**src/inc/edhcc_defines.svh**
```systemverilog
`ifndef EDHCC_DEFINES_SVH
`define EDHCC_DEFINES_SVH

// Register offsets on the control port.
`define EDHCC_REG_FF_OFS      8'h01
`define EDHCC_REG_AP_OFS      8'h02
`define EDHCC_REG_ANC_OFS     8'h03

// Status and control bit positions in the first register.
`define EDHCC_CRC_ERR_BIT     7
`define EDHCC_FORCE_BIT       6
`define EDHCC_GEN_EN_BIT      5
// Control and status positions in the second register.
`define EDHCC_CRC_REPL_BIT    7
`define EDHCC_LUMA_ERR_BIT    6
`define EDHCC_CHROMA_ERR_BIT  5

// Reset values of the writable controls.
`define EDHCC_GEN_EN_RST      1'h1
`define EDHCC_FORCE_RST       1'h0
`define EDHCC_CRC_REPL_RST    1'h0

// Checkword polynomials: 16-bit field checkword, 18-bit line CRC.
`define EDHCC_SD_POLY         16'h1021
`define EDHCC_HD_POLY         18'h00031
`define EDHCC_SD_CRC_INIT     16'h0000
`define EDHCC_HD_CRC_INIT     18'h00000

`endif

```
**src/inc/edhcc_pkg.sv**
```systemverilog
package edhcc_pkg;

   // One set of error flags, most significant first: UES IDA IDH EDA EDH.
   typedef struct packed {
      logic ues;
      logic ida;
      logic idh;
      logic eda;
      logic edh;
   } edhcc_flags_t;

   // One received video word (or word pair for HD) with framing marks.
   typedef struct packed {
      logic       valid;
      logic       hd;
      logic [9:0] luma;
      logic [9:0] chroma;
      logic       inActive;
      logic       inField;
      logic       inLineCrc;
      logic [1:0] crcWord;
      logic       fieldEnd;
   } edhcc_vid_t;

   // Checkwords and flags parsed out of a received error-detection packet.
   typedef struct packed {
      logic         valid;
      logic         apCrcValid;
      logic         ffCrcValid;
      logic [15:0]  apCrc;
      logic [15:0]  ffCrc;
      edhcc_flags_t apFlags;
      edhcc_flags_t ffFlags;
      edhcc_flags_t ancFlags;
   } edhcc_rxedh_t;

   // Regenerated packet contents handed to the output inserter.
   typedef struct packed {
      logic         insert;
      logic [15:0]  apCrc;
      logic [15:0]  ffCrc;
      edhcc_flags_t apFlags;
      edhcc_flags_t ffFlags;
      edhcc_flags_t ancFlags;
   } edhcc_edhout_t;

   typedef struct packed {
      logic          genEnable;
      logic          forceInsert;
      logic          crcReplace;
      logic [15:0]   crcAp;
      logic [15:0]   crcFf;
      logic [17:0]   crcY;
      logic [17:0]   crcC;
      logic [8:0]    rxYLow;
      logic [8:0]    rxCLow;
      logic          rxSeen;
      logic          rxApErr;
      logic          rxFfErr;
      logic          ancErrField;
      edhcc_flags_t  rxApFlags;
      edhcc_flags_t  rxFfFlags;
      edhcc_flags_t  rxAncFlags;
      edhcc_flags_t  ffFlags;
      edhcc_flags_t  apFlags;
      edhcc_flags_t  ancFlags;
      logic          crcError;
      logic          lumaErr;
      logic          chromaErr;
      logic [7:0]    rdData;
      edhcc_vid_t    vidOut;
      edhcc_edhout_t edhOut;
   } edhcc_state_t;

endpackage

```
**src/verilog/edh_crc_check_flags.sv**
```systemverilog
`timescale 1ns/10ps
`default_nettype none
`include "edhcc_defines.svh"

// How it works
// - Full-field flags live in register 01h.
// - Active-picture flags live in register 02h.
// - Ancillary flags live in register 03h.
// - Flags refresh automatically while enabled and receiving.
// - Generator enable runs SD packet generator; resets one.
// - Force bit inserts fresh packets at every SD field end while the generator is enabled; resets zero.
// - Combined bit flags SD checksum or HD CRC errors.
// - HD luma and chroma CRC errors reported separately.
// - CRC replace substitutes computed line CRCs; resets zero.
// - SD summary bits are EDH OR EDA.
// - Register 01h bit layout: error, force, enable, flags.
// - Register 02h layout: replace, luma, chroma, flags.
// - Register 03h layout: three summaries, ancillary flags.
module edh_crc_check_flags (
   // Clock, reset and clock enable.
   input  wire logic                    clk,
   input  wire logic                    srst,
   input  wire logic                    ce,
   // Control port.
   input  wire logic [7:0]              regAddr,
   input  wire logic                    regWrite,
   input  wire logic                    regRead,
   input  wire logic [7:0]              regWrData,
   output logic [7:0]                   regRdData,
   // Received video and parsed packet contents.
   input  wire edhcc_pkg::edhcc_vid_t   vidIn,
   input  wire edhcc_pkg::edhcc_rxedh_t rxEdh,
   input  wire logic                    ancChecksumErr,
   // Parallel output side.
   output edhcc_pkg::edhcc_vid_t        vidOut,
   output edhcc_pkg::edhcc_edhout_t     edhOut,
   // Summary flags.
   output logic                         full_field_summary_error,
   output logic                         active_picture_summary_error,
   output logic                         ancillary_summary_error
);
   import edhcc_pkg::*;

   edhcc_state_t st;
   edhcc_state_t next_st;

   // Words are fed least significant bit first, as on the serial link.
   function automatic logic [15:0] sdCrcStep(input logic [15:0] crc, input logic [9:0] w);
      logic [15:0] c;
      logic        fb;
      c = crc;
      for (int i = 0; i < 10; i++) begin
         fb = c[15] ^ w[i];
         c = {c[14:0], 1'b0};
         if (fb) begin
            c = c ^ `EDHCC_SD_POLY;
         end
      end
      return c;
   endfunction

   function automatic logic [17:0] hdCrcStep(input logic [17:0] crc, input logic [9:0] w);
      logic [17:0] c;
      logic        fb;
      c = crc;
      for (int i = 0; i < 10; i++) begin
         fb = c[17] ^ w[i];
         c = {c[16:0], 1'b0};
         if (fb) begin
            c = c ^ `EDHCC_HD_POLY;
         end
      end
      return c;
   endfunction

   // Received CRC words carry nine payload bits and an inverted copy of bit 8.
   function automatic logic [9:0] crcWordOut(input logic [8:0] half);
      return {~half[8], half};
   endfunction

   logic [17:0] rxYCrc;
   logic [17:0] rxCCrc;
   logic        sdFieldEnd;
   logic        running;
   logic        sdApErr;
   logic        sdFfErr;

   always_comb begin
      next_st = st;
      rxYCrc = {vidIn.luma[8:0], st.rxYLow};
      rxCCrc = {vidIn.chroma[8:0], st.rxCLow};
      running = st.genEnable && vidIn.valid;
      sdFieldEnd = running && !vidIn.hd && vidIn.fieldEnd;
      sdApErr = st.rxSeen && st.rxApErr;
      sdFfErr = st.rxSeen && st.rxFfErr;

      // Control port: writes to control bits, reads answered next cycle.
      if (regWrite) begin
         case (regAddr)
            `EDHCC_REG_FF_OFS: begin
               next_st.forceInsert = regWrData[`EDHCC_FORCE_BIT];
               next_st.genEnable = regWrData[`EDHCC_GEN_EN_BIT];
            end
            `EDHCC_REG_AP_OFS: begin
               next_st.crcReplace = regWrData[`EDHCC_CRC_REPL_BIT];
            end
            default: begin
            end
         endcase
      end
      if (regRead) begin
         case (regAddr)
            `EDHCC_REG_FF_OFS: begin
               next_st.rdData = {st.crcError, st.forceInsert, st.genEnable,
                                 st.ffFlags};
            end
            `EDHCC_REG_AP_OFS: begin
               next_st.rdData = {st.crcReplace, st.lumaErr, st.chromaErr,
                                 st.apFlags};
            end
            `EDHCC_REG_ANC_OFS: begin
               next_st.rdData = {full_field_summary_error, active_picture_summary_error,
                                 ancillary_summary_error, st.ancFlags};
            end
            default: begin
               next_st.rdData = 8'h00;
            end
         endcase
      end

      // Received packet: keep its flags and compare checkwords against the
      // running values before the field end closes them.
      if (rxEdh.valid && st.genEnable) begin
         next_st.rxSeen = 1'b1;
         next_st.rxApFlags = rxEdh.apFlags;
         next_st.rxFfFlags = rxEdh.ffFlags;
         next_st.rxAncFlags = rxEdh.ancFlags;
         next_st.rxApErr = rxEdh.apCrcValid && (rxEdh.apCrc != st.crcAp);
         next_st.rxFfErr = rxEdh.ffCrcValid && (rxEdh.ffCrc != st.crcFf);
      end
      if (running && ancChecksumErr) begin
         next_st.ancErrField = 1'b1;
      end

      // Output video is one register behind the input.
      next_st.vidOut = vidIn;

      if (running && !vidIn.hd) begin
         if (vidIn.inActive) begin
            next_st.crcAp = sdCrcStep(st.crcAp, vidIn.luma);
         end
         if (vidIn.inField) begin
            next_st.crcFf = sdCrcStep(st.crcFf, vidIn.luma);
         end
      end

      // HD line CRCs: accumulate, then compare and optionally replace.
      if (running && vidIn.hd) begin
         if (vidIn.inLineCrc) begin
            next_st.crcY = hdCrcStep(st.crcY, vidIn.luma);
            next_st.crcC = hdCrcStep(st.crcC, vidIn.chroma);
         end
         if (vidIn.crcWord[0]) begin
            // The output copy may already hold our own word, so the received
            // low halves are kept apart for the comparison on the next word.
            next_st.rxYLow = vidIn.luma[8:0];
            next_st.rxCLow = vidIn.chroma[8:0];
            if (st.crcReplace) begin
               next_st.vidOut.luma = crcWordOut(st.crcY[8:0]);
               next_st.vidOut.chroma = crcWordOut(st.crcC[8:0]);
            end
         end
         if (vidIn.crcWord[1]) begin
            next_st.lumaErr = rxYCrc != st.crcY;
            next_st.chromaErr = rxCCrc != st.crcC;
            next_st.crcError = (rxYCrc != st.crcY) || (rxCCrc != st.crcC);
            next_st.crcY = `EDHCC_HD_CRC_INIT;
            next_st.crcC = `EDHCC_HD_CRC_INIT;
            if (st.crcReplace) begin
               next_st.vidOut.luma = crcWordOut(st.crcY[17:9]);
               next_st.vidOut.chroma = crcWordOut(st.crcC[17:9]);
            end
         end
      end

      // Field end: refresh all three flag sets and issue the regenerated packet.
      next_st.edhOut.insert = 1'b0;
      if (sdFieldEnd) begin
         next_st.crcError = sdApErr || sdFfErr;
         next_st.ffFlags = '{ues: !st.rxSeen || st.rxFfFlags.ues,
                             ida: st.rxFfFlags.ida || st.rxFfFlags.idh,
                             idh: 1'b0,
                             eda: st.rxFfFlags.eda || st.rxFfFlags.edh,
                             edh: sdFfErr};
         next_st.apFlags = '{ues: !st.rxSeen || st.rxApFlags.ues,
                             ida: st.rxApFlags.ida || st.rxApFlags.idh,
                             idh: 1'b0,
                             eda: st.rxApFlags.eda || st.rxApFlags.edh,
                             edh: sdApErr};
         next_st.ancFlags = '{ues: !st.rxSeen || st.rxAncFlags.ues,
                              ida: st.rxAncFlags.ida || st.rxAncFlags.idh,
                              idh: 1'b0,
                              eda: st.rxAncFlags.eda || st.rxAncFlags.edh,
                              edh: st.ancErrField || ancChecksumErr};
         // Without force a packet is only rewritten where one arrived, so a
         // stream that never carried packets is not altered silently.
         next_st.edhOut.insert = st.forceInsert || st.rxSeen;
         next_st.edhOut.apCrc = st.crcAp;
         next_st.edhOut.ffCrc = st.crcFf;
         next_st.edhOut.apFlags = next_st.apFlags;
         next_st.edhOut.ffFlags = next_st.ffFlags;
         next_st.edhOut.ancFlags = next_st.ancFlags;
         next_st.crcAp = `EDHCC_SD_CRC_INIT;
         next_st.crcFf = `EDHCC_SD_CRC_INIT;
         next_st.rxSeen = 1'b0;
         next_st.rxApErr = 1'b0;
         next_st.rxFfErr = 1'b0;
         next_st.ancErrField = 1'b0;
      end
   end

   always_ff @(posedge clk) begin
      if (srst) begin
         st <= '0;
         st.genEnable <= `EDHCC_GEN_EN_RST;
         st.forceInsert <= `EDHCC_FORCE_RST;
         st.crcReplace <= `EDHCC_CRC_REPL_RST;
         st.crcAp <= `EDHCC_SD_CRC_INIT;
         st.crcFf <= `EDHCC_SD_CRC_INIT;
         st.crcY <= `EDHCC_HD_CRC_INIT;
         st.crcC <= `EDHCC_HD_CRC_INIT;
      end else if (ce) begin
         st <= next_st;
      end
   end

   assign regRdData = st.rdData;
   assign vidOut = st.vidOut;
   assign edhOut = st.edhOut;
   assign full_field_summary_error = st.ffFlags.edh || st.ffFlags.eda;
   assign active_picture_summary_error = st.apFlags.edh || st.apFlags.eda;
   assign ancillary_summary_error = st.ancFlags.edh || st.ancFlags.eda;

endmodule
`default_nettype wire

```
**config.mk**
```make
export PLATFORM = sky130hd
export DESIGN_NAME = edh_crc_check_flags
export DESIGN_NICKNAME = d
export VERILOG_FILES = /design/src/inc/edhcc_pkg.sv /design/src/verilog/edh_crc_check_flags.sv
export VERILOG_INCLUDE_DIRS = /design/src /design/src/inc
export SDC_FILE = /design/constraint.sdc
export NUM_CORES = 1
export LEC_CHECK = 0
export ABC_CLOCK_PERIOD_IN_PS = 2450
export BUFFER_PORTS_ARGS = -buffer_cell sky130_fd_sc_hd__buf_2
export CORE_ASPECT_RATIO = 0.8
export CORE_MARGIN = 4
export CORE_UTILIZATION = 40
export CTS_CLUSTER_SIZE = 24
export DETAILED_ROUTE_END_ITERATION = 6
export SLEW_MARGIN = 20
export SYNTH_ARGS = -nofsm -noshare
export SYNTH_HDL_FRONTEND = slang
export SYNTH_SLANG_ARGS = --single-unit
```
**constraint.sdc**
```tcl
create_clock -name clk -period 2.45 [get_ports clk]
set_input_delay 0.3675 -clock clk [delete_from_list [all_inputs] [get_ports clk]]
set_output_delay 0.3675 -clock clk [all_outputs]
set_load 0.02 [all_outputs]
```
Yosys cells after proc, flatten, opt, wreduce, memory -nomap -nowiden
Cells that the tools add are included.
{"block": "classes", "eq_ne": 7, "n_mux": 131, "bitwise": 84, "reduce_logical": 49}
{"cell": "two-way mux 18 bit", "n": 36}
{"cell": "two-way mux 16 bit", "n": 38}
{"cell": "two-way mux 13 bit", "n": 20}
{"cell": "two-way mux 6 bit", "n": 20}
{"cell": "inverter 3 bit", "n": 40}
{"cell": "two-way mux 20 bit", "n": 5}
{"cell": "two-way mux 36 bit", "n": 2}
{"cell": "two-way mux 32 bit", "n": 2}
{"cell": "two-way mux 48 bit", "n": 1}
{"cell": "XOR 1 bit", "n": 40}
{"cell": "inequality test 18 bit", "n": 2}
{"cell": "inequality test 16 bit", "n": 2}
{"cell": "case mux 8 bit (3 select lines)", "n": 1}
{"cell": "AND reduction 3 bit", "n": 8}
{"cell": "== test 8 x 2 -> 1 bit, second input constant", "n": 2}
{"cell": "logical OR 1 bit", "n": 16}
{"cell": "nonzero test 2 bit", "n": 8}
{"cell": "logical AND 1 bit", "n": 10}
{"cell": "AND reduction 2 bit", "n": 5}
{"cell": "two-way mux 3 bit", "n": 3}
{"cell": "== test 8 x 1 -> 1 bit, second input constant", "n": 1}
{"cell": "two-way mux 4 bit", "n": 1}
{"cell": "inverter 1 bit", "n": 4}
{"cell": "logical NOT 1 bit", "n": 2}
{"cell": "two-way mux 1 bit", "n": 2}
{"block": "totals", "register_bits": 192, "in_bits": 100, "output_inout_bits": 87, "wordCells": 327}

Longest topological paths before layout
{"block": "depth", "ltp_word": 41, "ltp_mapped": 7, "depth_no_buf": 5}

Worst setup path after synthesis
Ideal clock, no wire load.
{"block": "synth_path", "path_type": "input to register", "start": "in vidIn[22] (netlist bit)", "end": "reg st[86] (netlist bit)", "setup_time_ns": 0.134, "arrival_time_ns": 1.458, "required_time_ns": 2.316, "path_slack_ns": 0.858, "stages": 6, "path_cell_list": "clkbuf_1 > xor2_1 > nor4_1 > nand3_1 > nor4_1 > a31oi_1"}
{"block": "synth_between", "elab_chain_cells": 5}
{"element": "from (decl)", "line_no": "edh_crc_check_flags.sv:31", "text": "input wire edhcc_pkg::edhcc_vid_t vidIn,"}
{"element": "inequality test 18 bit", "line_no": "edh_crc_check_flags.sv:176", "text": "next_st.crcError = (rxYCrc != st.crcY) || (rxCCrc != st.crcC);"}
{"element": "logical OR 1 bit", "line_no": "edh_crc_check_flags.sv:176"}
{"element": "two-way mux 3 bit", "line_no": "edh_crc_check_flags.sv:173", "text": "if (vidIn.crcWord[1]) begin"}
{"element": "two-way mux 3 bit", "line_no": "edh_crc_check_flags.sv:158", "text": "if (running && vidIn.hd) begin"}
{"element": "two-way mux 1 bit", "line_no": "edh_crc_check_flags.sv:188", "text": "if (sdFieldEnd) begin"}
{"element": "to (signal assigned)", "line_no": "edh_crc_check_flags.sv:233", "text": "st <= next_st;"}
{"element": "to (decl)", "line_no": "edh_crc_check_flags.sv:44", "text": "edhcc_state_t st;"}
No other way between the ends. The select of a mux whose other input is x is not followed.
A chain may end at the register's enable or synchronous reset.

Worst setup path in the final report
{"block": "layout_path", "start": "reg st[209] (netlist bit)", "end": "reg st[205] (netlist bit)"}
{"block": "layout_between", "elab_chain_cells": 5, "elab_cells_between_ends": 7, "classes_between": "1 x mux; 6 x reduce/logical"}
{"element": "logical AND 1 bit (*)", "line_no": "edh_crc_check_flags.sv:92", "text": "running = st.genEnable && vidIn.valid;"}
{"element": "logical AND 1 bit (*)", "line_no": "edh_crc_check_flags.sv:93, edh_crc_check_flags.sv:148"}
{"element": "logical AND 1 bit", "line_no": "edh_crc_check_flags.sv:93", "text": "sdFieldEnd = running && !vidIn.hd && vidIn.fieldEnd;"}
{"element": "nonzero test 2 bit (no source line)"}
{"element": "AND reduction 3 bit (no source line)"}
Every way passes the cells marked *; elsewhere a longest branch is shown, timed or not.

==> impl_metrics.tcl <==
set metrics [dict create \
    ant_nets 0 \
    combPwrFrac 0.131 \
    clock.fmax_mhz 504.2 \
    cp_slowest_cell "dfxtp_1" \
    swShare 0.2778 \
    critical_path_arrival_ns 2.35 \
    coreArea_um2 24310 \
    async_flop_share 0 \
    slew_headroom 0.2780 \
    slowest_delay_ns 0.52 \
    wl_met1_mm 13.09 \
    syn_to_final_growth_pct 11.51 \
    switchingPower_mw 1.935 \
    synthFlopType "dfxtp_1" \
    io_buffers 177 \
    regToRegSetupSlack_ns 0.47 \
    ys_seq_area_frac 0.3881 \
    die_w_um 183.5 \
    cp-start-kind "flop" \
    grt_overflow 0 \
    num_io_pins 187 \
    finalHoldViolations 0 \
    crit_chain "nand4b_1 -> o21bai_1 -> nor2_1 -> buf_4 -> a22oi_1 -> nor2_1" \
    yosys_warnings 0 \
    worst_slew_pin_slew_ns 1.081 \
    ir_drop_uv 478.2 \
    power.density_nw_per_um2 633.9 \
    drt_iter0_markers 697 \
    fill_cells 2437 \
    cp-end-kind "flop" \
    finalMaxSlewViolations 0 \
    num_vias 8101 \
    setup-violations-final 0 \
    critical_path_class "flop to flop" \
    fin_worst_skew_ns 0.01155 \
    min_from "rxEdh[9]" \
    r2r_end "st[205]" \
    drt-pass1-iter-count 5 \
    vias_per_cell 5.163 \
    power_frac_clock 0.402 \
    hold_path_class "input pin to flop" \
    post_dp_cell_area_um2 10390 \
    route.met3.wl_mm 1.772 \
    rsz0062_at_grt "no" \
    die_h_um 148.4 \
    grt_max_degree 91 \
    drt-wirelength-per-cell_um 17.23 \
    synth_seq_cells 191 \
    clockBufferDepth 2 \
    clkSinkCount 191 \
    ctsHtreeMaxLevel 4 \
    grt_pass1_wl_mm 42.41 \
    crit_family "compound AO/OA/AOI/OAI gates" \
    seqPwrFrac 0.466 \
    ys_types 42 \
    wl_mm 27.04 \
    internal-power_mw 5.029 \
    core.rowCount 51 \
    wl_met2_mm 11.82 \
    worstHoldPathCells 3 \
    cp_max_fo 13 \
    gp_congestion 0.8670 \
    netlist_area_um2 9852 \
    grt_pass1_vias 7680 \
    cts_setup_buffers 0 \
    synth_edf_count 0 \
    regToRegStartpoint "st[209]" \
    holdBufCountCts 0 \
    period_minus_slack_ns 1.983 \
    clk_latency_ns 0.43 \
    maxUsedRoutingLayer "met4" \
    grtUsageTotal 0.1944 \
    postCtsResizedCells 0 \
    path_buf_inv 1 \
    cts_tree "yes" \
    dp_hpwl_mm 19.17 \
    drc 0 \
    start_util 0.4052 \
    cts-root-buf "clkbuf_16" \
    clkSlewWorstSetupHoldPaths_ns 0.07 \
    die_area_um2 27220 \
    numCtsBuffers 17 \
    critPathMostFrequentCell "nor2_1" \
    status "complete, no violations" \
    fin_crit_sh 0.8095 \
    final_area_um2 10990 \
    drive_gt1_frac 0.2059 \
    syn_inst 1183 \
    syn_avg_cell_area_um2 8.328 \
    p_leak_nw 4.408 \
    layout.nets 1335 \
    antenna_found_initial 3 \
    r2r_cells 6 \
    worstPathRequired_ns 2.81 \
    fin_tns_setup_ns 0 \
    min_to "st[111]" \
    cap_violations 0 \
]
## logic make-up after synthesis
logic type / after synthesis / share of synthesized area
xor+xnor: 190 / 0.1765
compound gates: 208 / 0.1308
buf+inv: 169 / 0.09893
mux: 19 / 0.02019
simple gates: 405 / 0.1850
other cells: 1 / 0.0003806
flops: 191 / 0.3881
## routing by layer
| metal | up-vias | track usage |
|---|---|---|
| li1 | 3994 | - |
| met1 | 3855 | 0.2860 |
| met2 | 233 | 0.2900 |
| met3 | 19 | 0.04645 |
| met4 | 0 | 0.04170 |
| met5 | - | 0 |
## worst max path at each step
stage	endpoint	start	depth (start not counted)
3_5_place_dp	st[205]	ce	7
6_report	st[205]	st[209]	6
2_1_floorplan	st[86]	vidIn[22]	6
3_3_place_gp	rxCCrc[2]	ce	6
4_1_cts	st[205]	st[209]	6
5_1_grt	st[201]	st[209]	6
## layout make-up
| cell class | count | area [um^2] | area share |
|---|---|---|---|
| repair buffers | 199 | 1091 | 0.09932 |
| well taps | 318 | 397.9 | 0.03622 |
| clock buffers | 18 | 439.2 | 0.03998 |
| flip-flops and latches | 191 | 3824 | 0.3481 |
| diodes | 3 | 7.507 | 0.0006834 |
| multi-input cells | 826 | 5079 | 0.4623 |
| clock inverters | 14 | 147.6 | 0.01344 |
## synthesized netlist by cell type, types with 16 or more instances
| master | count | share of area |
|---|---|---|
| clkbuf_1 | 58 | 0.022 |
| xor2_1 | 93 | 0.083 |
| nor2_1 | 102 | 0.039 |
| nor3_1 | 22 | 0.011 |
| a21oi_1 | 99 | 0.050 |
| nand2_1 | 151 | 0.058 |
| nand3_1 | 57 | 0.029 |
| buf_2 | 16 | 0.0081 |
| nor4_1 | 17 | 0.011 |
| nand2b_1 | 22 | 0.014 |
| o211ai_1 | 16 | 0.012 |
| xnor2_1 | 87 | 0.077 |
| a22oi_1 | 60 | 0.046 |
| dfxtp_1 | 191 | 0.39 |
| buf_4 | 85 | 0.065 |
## per-stage QoR
| stage | total power, mW | utilization | std cells | hold WS [ns] | setup WS, ns |
|---|---|---|---|---|---|
| 2_1_floorplan | 3.986 | - | 1186 | 0.4364 | 0.8584 |
| 3_3_place_gp | 4.228 | 0.4274 | 1534 | 0.4430 | 0.3917 |
| 3_5_place_dp | 4.232 | 0.4274 | 1534 | 0.4463 | 0.3708 |
| 4_1_cts | 7.025 | 0.4515 | 1566 | 0.1607 | 0.4610 |
| 5_1_grt | 7.257 | 0.4519 | 1569 | 0.1629 | 0.2644 |
| 6_report | 6.964 | 0.4519 | 1569 | 0.1766 | 0.4666 |
## worst min-delay path, stage by stage
cell and delay, ns:
buf_2 0.10, nand2_1 0.04, a21oi_1 0.05
## sequential cells by signal, summed over array words and instances (netlist names)
| register | count |
|---|---|
| rxYCrc | 9 |
| st | 93 |
| regRdData | 7 |
| rxCCrc | 9 |
| vidOut | 28 |
| edhOut | 45 |
## power by group through the flow
stage / logic (mW) / registers (mW) / clock network, mW
global route: 1.00 / 3.26 / 3.00
finish: 0.913 / 3.25 / 2.80
detailed placement: 0.911 / 3.32 / 0
global placement: 0.909 / 3.32 / 0
CTS: 0.916 / 3.25 / 2.86
floorplan: 0.691 / 3.29 / 0
## layout by cell type (no fill, tap or decap), types with 8 or more instances in the layout
master	n
o211ai_1	16
xor2_1	93
buf_4	20
clkbuf_16	17
nand3_1	57
a22oi_1	60
nand2_1	151
xnor2_1	87
dfxtp_1	191
nor3_1	22
o21ai_0	8
nand2b_1	22
mux2i_1	12
a21oi_1	99
buf_2	176
nor3b_1	11
nor2_1	100
nor4_1	17
No activity file was read; power rests on OpenSTA's default activity.
